--- config.mk ---
export PLATFORM = sky130hd
export DESIGN_NAME = reset_clock_source_config
export DESIGN_NICKNAME = d
export VERILOG_FILES = /design/src/hw/reset_clock_source_config_pkg.sv /design/src/hw/reset_clock_source_config.sv
export SDC_FILE = /design/constraint.sdc
export NUM_CORES = 1
export LEC_CHECK = 0
export BUFFER_PORTS_ARGS = -buffer_cell sky130_fd_sc_hd__buf_2
export CAP_MARGIN = 20
export CORE_AREA = 2 2 74 76
export DETAILED_ROUTE_END_ITERATION = 16
export DIE_AREA = 0 0 76 78
export MAX_ROUTING_LAYER = met4
export PLACE_DENSITY_LB_ADDON = 0.25
export SYNTH_ARGS = -nofsm -noshare
export SYNTH_HDL_FRONTEND = slang
export SYNTH_SLANG_ARGS = --single-unit
--- constraint.sdc ---
create_clock -name clk -period 3.5 [get_ports clk]
set_input_delay 1.05 -clock clk [delete_from_list [all_inputs] [get_ports clk]]
set_output_delay 1.05 -clock clk [all_outputs]
set_load 0.02 [all_outputs]
--- src/hw/reset_clock_source_config_pkg.sv ---
// Constants, register map and mode encoding for the reset-time clock source configuration block
package reset_clock_source_config_pkg;

   // ----------------------------------------------------------------
   // Bus geometry
   // ----------------------------------------------------------------
   localparam int          ADDR_W      = 12;             // Byte address width of the slave
   localparam int          ROM_WORDS   = 256;            // Sixteen-bit boot ROM words
   localparam int          ROM_BYTES   = 512;            // Boot ROM size in bytes
   localparam logic [1:0]  RESP_OKAY   = 2'h0;           // Normal completion
   localparam logic [1:0]  RESP_SLVERR = 2'h2;           // Denied or unmapped access

   // ----------------------------------------------------------------
   // Register offsets (byte addresses)
   // ----------------------------------------------------------------
   localparam logic [11:0] OFS_ROM_LAST = 12'h1fc;       // Last word of the boot ROM window
   localparam logic [11:0] OFS_STATUS   = 12'h200;       // Latched reset configuration
   localparam logic [11:0] OFS_SYNTH    = 12'h204;       // Synth_control_reg reset image
   localparam logic [11:0] OFS_INTEG    = 12'h208;       // Integration_config_reg ROM bits

   // ----------------------------------------------------------------
   // Port_clock_shadow bit positions
   // ----------------------------------------------------------------
   localparam int SH_SPEED = 0;                          // Reference_speed_select
   localparam int SH_CLKPIN = 1;                         // Clkpin_default
   localparam int SH_DOUBLE = 2;                         // Double_rate_default
   localparam int SH_FCODE = 3;                          // Function_code_pin_default
   localparam int SH_ACK = 4;                            // Ack_pin_default

   // ----------------------------------------------------------------
   // Integration_config_reg field positions and reset value
   // ----------------------------------------------------------------
   localparam int         IC_ROM_EN   = 0;               // Rom_enable_bit
   localparam int         IC_ROM_SUPV = 1;               // Rom_supervisor_only
   localparam logic [1:0] INTEG_RESET = 2'h3;            // ROM on, supervisor only

   // ----------------------------------------------------------------
   // Synthesizer field reset values
   // ----------------------------------------------------------------
   localparam logic       X_HALF      = 1'h1;            // Half-rate bit set
   localparam logic       X_FULL      = 1'h0;            // Half-rate bit clear
   localparam logic [2:0] W_ZERO      = 3'h0;            // Multiplier cleared
   localparam logic [2:0] W_DOUBLE    = 3'h3;            // Fast mode twice reference
   localparam logic [5:0] Y_ZERO      = 6'h00;           // No prescale
   localparam logic [5:0] Y_SLOW      = 6'h3f;           // Slow mode count 63

   // ----------------------------------------------------------------
   // Clock modes
   // ----------------------------------------------------------------
   typedef enum logic [2:0] {
      MODE_EXT  = 3'b001,                                // External clock, synthesizer off
      MODE_FAST = 3'b010,                                // Fast reference PLL
      MODE_SLOW = 3'b100                                 // Slow reference PLL
   } mode_t;

endpackage

--- src/hw/reset_clock_source_config.sv ---
// Reset-time clock source selection, pin default loading and guarded boot ROM behind AXI4-Lite
//
// Added by the designer: the AXI4-Lite register port and the placing of the registers.
`timescale 1ns/1ps

// How it works
// - Shadow bit four sets port D4 default
// - Shadow bit three picks function code pins
// - Shadow bit two picks 1x/2x fast clock
// - Low config pin: aux interrupt picks 1x/2x
// - Shadow bit one sets port E4 default
// - Supply high: bit zero picks fast/slow
// - Supply low forces external clock mode
// - Low config pin: freeze pin picks fast/slow
// - 512-byte boot ROM, 256 sixteen-bit words
// - ROM gated by enable and supervisor bits
// - Supply low disables synthesizer entirely
// - External mode: PLL off, X=1, Y=0
// - Fast mode fields reset per double bit
// - Slow mode resets X=0, W=0, Y=63
// - PLL clock has fifty percent duty
// - Contents survive clock rate changes
// - Defaults load from shadow during reset
module reset_clock_source_config #(
   parameter logic [15:0] SHADOW_MASK = 16'h0000,        // Mask-programmed shadow, arbitrary value
   parameter logic [15:0] ROM_FILL    = 16'hffff         // Generic boot ROM fill
) (
   input  wire logic        clk,                         // 25 MHz system clock
   input  wire logic        nrst,                        // Asynchronous reset, active low
   input  wire logic        drive_config_n,              // Drive_config_pin, low selects pin override
   input  wire logic        synth_supply_pin,            // High: synthesizer powered
   input  wire logic        aux_interrupt_pin,           // Override level for double rate
   input  wire logic        debug_freeze_pin,            // Override level for reference speed
   input  wire logic [11:0] awaddr,
   input  wire logic [2:0]  awprot,
   input  wire logic        awvalid,
   output logic             awready,
   input  wire logic [31:0] wdata,
   input  wire logic [3:0]  wstrb,
   input  wire logic        wvalid,
   output logic             wready,
   output logic [1:0]       bresp,
   output logic             bvalid,
   input  wire logic        bready,
   input  wire logic [11:0] araddr,
   input  wire logic [2:0]  arprot,
   input  wire logic        arvalid,
   output logic             arready,
   output logic [31:0]      rdata,
   output logic [1:0]       rresp,
   output logic             rvalid,
   input  wire logic        rready,
   output logic [2:0]       clock_mode,                  // One-hot mode chosen at reset
   output logic             pll_enable,                  // Synthesizer running
   output logic             synth_x,                     // Half-rate bit reset value
   output logic [2:0]       synth_w,                     // Multiplier reset value
   output logic [5:0]       synth_y,                     // Prescale or count reset value
   output logic             port_d4_assign_bit,          // 1: transfer_acknowledge, 0: port_d_bit4
   output logic [7:4]       port_e_assign_reg,           // [7:5] cycle_function_code, [4] clock output
   output logic             config_loaded                // Reset configuration captured
);
   // ----------------------------------------------------------------
   // Declarations
   // ----------------------------------------------------------------
   logic        in_reset;                                // High until the first edge after release
   logic        next_slow;                               // Reference speed after override
   logic        next_double;                             // Double rate after override
   logic [2:0]  next_mode;                               // Mode to latch
   logic        next_x;                                  // Field values to latch
   logic [2:0]  next_w;
   logic [5:0]  next_y;
   logic [1:0]  integ;                                   // Integration_config_reg ROM bits
   logic        aw_got;                                  // Write address held
   logic        w_got;                                   // Write data held
   logic [11:0] aw_addr_q;
   logic [31:0] w_data_q;
   logic [3:0]  w_strb_q;
   logic        do_write;                                // Both halves present this cycle
   logic        integ_hit;                               // Write hits the integration register
   logic [31:0] rd_data;
   logic [1:0]  rd_resp;
   logic [31:0] status_word;
   logic [31:0] synth_word;
   logic        rom_hit;
   logic        rom_allowed;
   logic [15:0] rom_mem [0:255];                         // Mask ROM image
   // ----------------------------------------------------------------
   // Reset window
   // ----------------------------------------------------------------
   // Stays high through the first edge after release so that edge samples the pins
   always_ff @(posedge clk or negedge nrst) begin
      if (!nrst) begin
         in_reset <= 1'b1;
      end else begin
         in_reset <= 1'b0;
      end
   end
   // ----------------------------------------------------------------
   // Source and field selection
   // ----------------------------------------------------------------
   // Pins only override the two clock bits; port defaults always come from the shadow
   always_comb begin
      next_slow   = drive_config_n ? SHADOW_MASK[reset_clock_source_config_pkg::SH_SPEED]
                                   : debug_freeze_pin;
      next_double = drive_config_n ? SHADOW_MASK[reset_clock_source_config_pkg::SH_DOUBLE]
                                   : aux_interrupt_pin;
      if (!synth_supply_pin) begin
         next_mode = reset_clock_source_config_pkg::MODE_EXT;
      end else if (next_slow) begin
         next_mode = reset_clock_source_config_pkg::MODE_SLOW;
      end else begin
         next_mode = reset_clock_source_config_pkg::MODE_FAST;
      end
   end
   // Reset values of the synthesizer fields per mode
   always_comb begin
      case (next_mode)
         reset_clock_source_config_pkg::MODE_FAST: begin
            // Twice reference when double rate is set
            next_x = next_double ? reset_clock_source_config_pkg::X_FULL
                                 : reset_clock_source_config_pkg::X_HALF;
            next_w = next_double ? reset_clock_source_config_pkg::W_DOUBLE
                                 : reset_clock_source_config_pkg::W_ZERO;
            next_y = reset_clock_source_config_pkg::Y_ZERO;
         end
         reset_clock_source_config_pkg::MODE_SLOW: begin
            next_x = reset_clock_source_config_pkg::X_FULL;
            next_w = reset_clock_source_config_pkg::W_ZERO;
            next_y = reset_clock_source_config_pkg::Y_SLOW;
         end
         default: begin
            // External clock passes straight through with no divider
            next_x = reset_clock_source_config_pkg::X_HALF;
            next_w = reset_clock_source_config_pkg::W_ZERO;
            next_y = reset_clock_source_config_pkg::Y_ZERO;
         end
      endcase
   end
   // ----------------------------------------------------------------
   // Configuration latch
   // ----------------------------------------------------------------
   // Loaded only in the reset window; afterwards no pin can disturb it. The latched
   // state is static, so nothing here depends on the clock rate.
   always_ff @(posedge clk or negedge nrst) begin
      if (!nrst) begin
         clock_mode         <= reset_clock_source_config_pkg::MODE_EXT;
         pll_enable         <= 1'b0;
         synth_x            <= reset_clock_source_config_pkg::X_HALF;
         synth_w            <= reset_clock_source_config_pkg::W_ZERO;
         synth_y            <= reset_clock_source_config_pkg::Y_ZERO;
         port_d4_assign_bit <= 1'b0;
         port_e_assign_reg  <= 4'h0;
         config_loaded      <= 1'b0;
      end else if (in_reset) begin
         clock_mode         <= next_mode;
         // PLL output is divided from the VCO, giving even duty whatever the reference
         pll_enable         <= synth_supply_pin;
         synth_x            <= next_x;
         synth_w            <= next_w;
         synth_y            <= next_y;
         port_d4_assign_bit <= SHADOW_MASK[reset_clock_source_config_pkg::SH_ACK];
         port_e_assign_reg  <= {{3{SHADOW_MASK[reset_clock_source_config_pkg::SH_FCODE]}},
                                SHADOW_MASK[reset_clock_source_config_pkg::SH_CLKPIN]};
         config_loaded      <= 1'b1;
      end
   end
   // ----------------------------------------------------------------
   // Boot ROM image
   // ----------------------------------------------------------------
   // Generic parts carry a uniform fill; a custom image would replace this constant
   generate
      for (genvar gi = 0; gi < reset_clock_source_config_pkg::ROM_WORDS; gi++) begin : g_rom
         assign rom_mem[gi] = ROM_FILL;
      end
   endgenerate
   // ----------------------------------------------------------------
   // Write channel
   // ----------------------------------------------------------------
   assign do_write  = aw_got && w_got && !bvalid;
   assign integ_hit = aw_addr_q == reset_clock_source_config_pkg::OFS_INTEG;
   // Address and data are taken in either order; response follows both
   always_ff @(posedge clk or negedge nrst) begin
      if (!nrst) begin
         awready   <= 1'b0;
         wready    <= 1'b0;
         aw_got    <= 1'b0;
         w_got     <= 1'b0;
         aw_addr_q <= 12'h000;
         w_data_q  <= 32'h0000_0000;
         w_strb_q  <= 4'h0;
         bvalid    <= 1'b0;
         bresp     <= reset_clock_source_config_pkg::RESP_OKAY;
      end else begin
         // Address half
         if (awvalid && awready) begin
            awready   <= 1'b0;
            aw_got    <= 1'b1;
            aw_addr_q <= awaddr;
         end else if (!aw_got && !bvalid) begin
            awready <= 1'b1;
         end
         // Data half
         if (wvalid && wready) begin
            wready   <= 1'b0;
            w_got    <= 1'b1;
            w_data_q <= wdata;
            w_strb_q <= wstrb;
         end else if (!w_got && !bvalid) begin
            wready <= 1'b1;
         end
         // Response
         if (do_write) begin
            aw_got <= 1'b0;
            w_got  <= 1'b0;
            bvalid <= 1'b1;
            // Read-only registers accept and ignore; ROM and holes are errors
            if (integ_hit || aw_addr_q == reset_clock_source_config_pkg::OFS_STATUS
                          || aw_addr_q == reset_clock_source_config_pkg::OFS_SYNTH) begin
               bresp <= reset_clock_source_config_pkg::RESP_OKAY;
            end else begin
               bresp <= reset_clock_source_config_pkg::RESP_SLVERR;
            end
         end else if (bvalid && bready) begin
            bvalid <= 1'b0;
         end
      end
   end
   // Integration register: the only software-writable state
   always_ff @(posedge clk or negedge nrst) begin
      if (!nrst) begin
         integ <= reset_clock_source_config_pkg::INTEG_RESET;
      end else if (do_write && integ_hit && w_strb_q[0]) begin
         integ <= w_data_q[1:0];
      end
   end
   // ----------------------------------------------------------------
   // Read decode
   // ----------------------------------------------------------------
   assign status_word = {20'h00000, config_loaded, clock_mode == reset_clock_source_config_pkg::MODE_SLOW,
                         synth_w != 3'h0 && clock_mode == reset_clock_source_config_pkg::MODE_FAST,
                         port_e_assign_reg, port_d4_assign_bit, pll_enable, clock_mode};
   assign rom_hit     = araddr <= reset_clock_source_config_pkg::OFS_ROM_LAST;
   // Supervisor-only ROM needs a privileged access
   assign rom_allowed = integ[reset_clock_source_config_pkg::IC_ROM_EN] &&
                        (!integ[reset_clock_source_config_pkg::IC_ROM_SUPV] || arprot[0]);
   // Synth register image laid out per mode
   always_comb begin
      case (clock_mode)
         reset_clock_source_config_pkg::MODE_SLOW: begin
            synth_word = {16'h0000, synth_x, synth_w[0], synth_y, 8'h00};
         end
         reset_clock_source_config_pkg::MODE_FAST: begin
            synth_word = {16'h0000, synth_x, synth_w, 1'b0, synth_y[2:0], 8'h00};
         end
         default: begin
            synth_word = {16'h0000, synth_x, 4'h0, synth_y[2:0], 8'h00};
         end
      endcase
   end
   // Word read returns two ROM halfwords; byte lanes are picked by the master
   always_comb begin
      rd_data = 32'h0000_0000;
      rd_resp = reset_clock_source_config_pkg::RESP_OKAY;
      if (rom_hit) begin
         if (rom_allowed) begin
            rd_data = {rom_mem[{araddr[8:2], 1'b1}], rom_mem[{araddr[8:2], 1'b0}]};
         end else begin
            rd_resp = reset_clock_source_config_pkg::RESP_SLVERR;
         end
      end else if (araddr == reset_clock_source_config_pkg::OFS_STATUS) begin
         rd_data = status_word;
      end else if (araddr == reset_clock_source_config_pkg::OFS_SYNTH) begin
         rd_data = synth_word;
      end else if (araddr == reset_clock_source_config_pkg::OFS_INTEG) begin
         rd_data = {30'h00000000, integ};
      end else begin
         rd_resp = reset_clock_source_config_pkg::RESP_SLVERR;
      end
   end
   // ----------------------------------------------------------------
   // Read channel
   // ----------------------------------------------------------------
   // One read in flight; the answer is registered at the same edge that takes the address
   always_ff @(posedge clk or negedge nrst) begin
      if (!nrst) begin
         arready <= 1'b0;
         rvalid  <= 1'b0;
         rdata   <= 32'h0000_0000;
         rresp   <= reset_clock_source_config_pkg::RESP_OKAY;
      end else if (arvalid && arready) begin
         arready <= 1'b0;
         rvalid  <= 1'b1;
         rdata   <= rd_data;
         rresp   <= rd_resp;
      end else if (rvalid && rready) begin
         rvalid <= 1'b0;
      end else if (!rvalid) begin
         arready <= 1'b1;
      end
   end
endmodule

==> flow_summary_export.csv <==
group,metric,value,unit
grt,use_met2,0.2563,
setup_path,crit_type,"input port to flip-flop",
sta,rsz0062_at_grt,"false",
run_status,status,"complete, no violations",
grt,overflow,0,
setup_path,cp-start-kind,"input port",
setup_path,cpLargestDelayFamily,"simple AND/OR/NAND/NOR gates",
power_and_ir_drop,power.density,747.3,nW/um2
route,drtIter0Drc,63,
route,drt-pass1-iter-count,4,
route,num_vias,1667,
clocking,post_cts_buffers,0,
floorplanning,fp-row-count,26,
job,cap_violations,0,
setup_path,path_max_fanout,9,
floorplanning,fp.dieArea,5928,um2
floorplanning,design.core.area,5042,um2
grt,grt_pass1_vias,1531,
synthesis,synth_edf_count,0,
floorplanning,initial_utilization,0.4496,
clocking,numCtsBuffers,5,
clocking,cts_num_sinks,46,
setup_path,worstPathArrival,2.54,ns
cells_and_area,design_area,2716,um2
sta,max_clock_freq,429.4,MHz
clocking,cts_tree,"yes",
setup_path,required,3.71,ns
sta,min_period,2.329,ns
place,dp_cells,341,
setup_path,slowest_delay,0.57,ns
route,drc_errors,0,
sta,final-setup-viol-count,0,
hold_path,hp-start,"rdata[10]$_DFFE_PN0P_",
sta,tightest_slew,0.5389,ns
clocking,ctsResizeCount,0,
grt,antenna_found_initial,0,
floorplanning,boundaryPins,138,
setup_path,end_kind,"flip-flop",
place,port_buffers,91,
grt,track_usage,0.1596,
synthesis,syn_avg_cell_area,10.64,um2
floorplanning,die_width,76,um
cells_and_area,drive_above_1_share,0.4714,
clocking,clk_pin_slew,0.08,ns
synthesis,synth_area_leaders,"dfrtp_1 (45%), buf_4 (12%), mux2_2 (9.4%), dfstp_2 (5.8%), nand2_1 (3.3%)",
clocking,h-tree-depth,2,
floorplanning,die_y,78,um
synthesis,synth.most_common_cell,"dfrtp_1",
place,hpwlAfterDp,3428,um
clocking,clock_path_buffers,2,
hold_path,hp-class,"flip-flop to flip-flop",
sta,finalCritPeriodShare,0.6655,
clocking,postCtsHoldBufs,0,
synthesis,postSynthCellCount,213,
synthesis,synth_top_area_frac,0.4525,
cells_and_area,fin_cells,350,
setup_path,r2r_start,"aw_addr_q[7]$_DFFE_PN0P_",
grt,grt_max_degree,47,
cells_and_area,areaGrowthSynthToFinish,19.81,%
setup_path,reg2reg_slack,1.70,ns
synthesis,synth.distinct_cells,39,
sta,setup_tns,0,ns
synthesis,seq_area_frac_synth,0.5105,
synthesis,synth_top_area_cell,"dfrtp_1",
clocking,cts_root_buf,"clkbuf_8",
cells_and_area,nets,356,
route,wirelength,4492,um
place,post_dp_cell_area,2554,um2
cells_and_area,diodes,0,
setup_path,path_buf_inv,1,
place,gp_congestion,0.7773,
setup_path,path_cells,"buf_2, or4b_4, nor4_4, o2111ai_1, nand3_1",
route,viasPerCell,4.763,
power_and_ir_drop,leakage,1.345,nW
grt,grt-busiest-layer,"met2",
cells_and_area,utilization,0.5387,
synthesis,async_flop_share,1.000,
place,pre_cts_ws,0.8843,ns
synthesis,ys_ff_latch,46,
grt,grt_first_pass_wirelength,7389,um
sta,hold_violations,0,
synthesis,synthTopCellsByCount,"dfrtp_1 (41), buf_4 (35), nand2_1 (20), mux2_2 (19), nor2_1 (13)",
setup_path,worstReg2RegEnd,"integ[1]$_DFFE_PN1P_",
sta,finalWorstSetupSlack,1.171,ns
hold_path,hold_end,"rdata[10]$_DFFE_PN0P_",
synthesis,yosys_warnings,0,
synthesis,synth_ff_type,"dfrtp_1",
sta,report.final.slew_viol_count,0,
power_and_ir_drop,ir_worst_vdd,0.3233,mV
synthesis,syn_area,2267,um2
grt,met3_usage,0.03256,
grt,use_met1,0.2105,
sta,slew_headroom,0.6398,
route,detail_route.wl_per_cell,12.83,um
setup_path,worstRegToRegCells,4,
route,antenna_left,0,
setup_path,crit_path_top_delay_cell,"or4b_4",
clocking,clk_latency,0.29,ns
hold_path,hold_depth,2,
sta,skew,0.007107,ns
## per-stage QoR
stage / hold slack, ns / total power [mW]
after floorplan: 0.4708 / 1.463
after CTS: 0.4916 / 2.050
after detailed placement: 0.4713 / 1.571
after global placement: 0.4617 / 1.555
after global routing: 0.5257 / 2.155
final: 0.4845 / 2.030
## report_power, final
part	leakage (nW)	switching, mW	internal [mW]
Combinational	0.722	0.441	0.282
Sequential	0.551	0.128	0.703
Clock	0.0714	0.172	0.304
## how the worst max path moves through the flow
stage | startpoint | to | slack, ns | depth (start not counted)
2_1_floorplan | araddr[8] | rdata[2]$_DFFE_PN0P_ | 1.12 | 4
3_3_place_gp | araddr[8] | rdata[2]$_DFFE_PN0P_ | 0.89 | 5
3_5_place_dp | araddr[8] | rdata[10]$_DFFE_PN0P_ | 0.88 | 5
4_1_cts | araddr[8] | rdata[10]$_DFFE_PN0P_ | 1.18 | 5
5_1_grt | araddr[8] | rdata[13]$_DFFE_PN0P_ | 1.07 | 5
6_report | araddr[8] | rdata[10]$_DFFE_PN0P_ | 1.17 | 5
## placed cells by master, fill, tap and decap left out, types with 6 or more instances in the layout
master	n
dfrtp_1	41
conb_1	9
inv_1	6
o21ai_0	6
a21oi_1	8
nand3_1	11
clkbuf_8	6
mux2_2	19
nor2_1	13
nand2_1	20
buf_2	91
## layer usage
metal / up-vias / wire length [um]
li1: 826 / -
met1: 786 / 2064
met2: 51 / 2167
met3: 4 / 222
met4: 0 / 38
met5: - / 0
## cell type report
class,instances,area [um2]
inverters,6,22.52
multi-input cells,128,830.8
flip-flops and latches,46,1157
clock inverters,2,60.06
clock buffers,6,82.58
repair buffers,92,475.5
fillers,476,2326
well taps,70,87.58
## sequential cells by signal (all words and copies together), names as in the netlist, 2 cells and up
signal,count
w_data_q,2
integ,2
clock_mode,3
rdata,12
aw_addr_q,12
## worst reg2reg max path, stage by stage (launching register included)
cell	delay, ns
dfrtp_1	0.39
nor4b_1	0.36
nand3_1	0.16
nor4_1	0.45
mux2_2	0.39
## logic make-up after synthesis
kind of cell	count (synthesis)	share of synthesized area
and+or+nand+nor	71	0.1683
AOI/OAI and AO/OA	27	0.08002
buffers and inverters	47	0.1363
muxes	21	0.1032
other	1	0.001654
DFF	46	0.5105
Power figures use the tool's default switching activity.
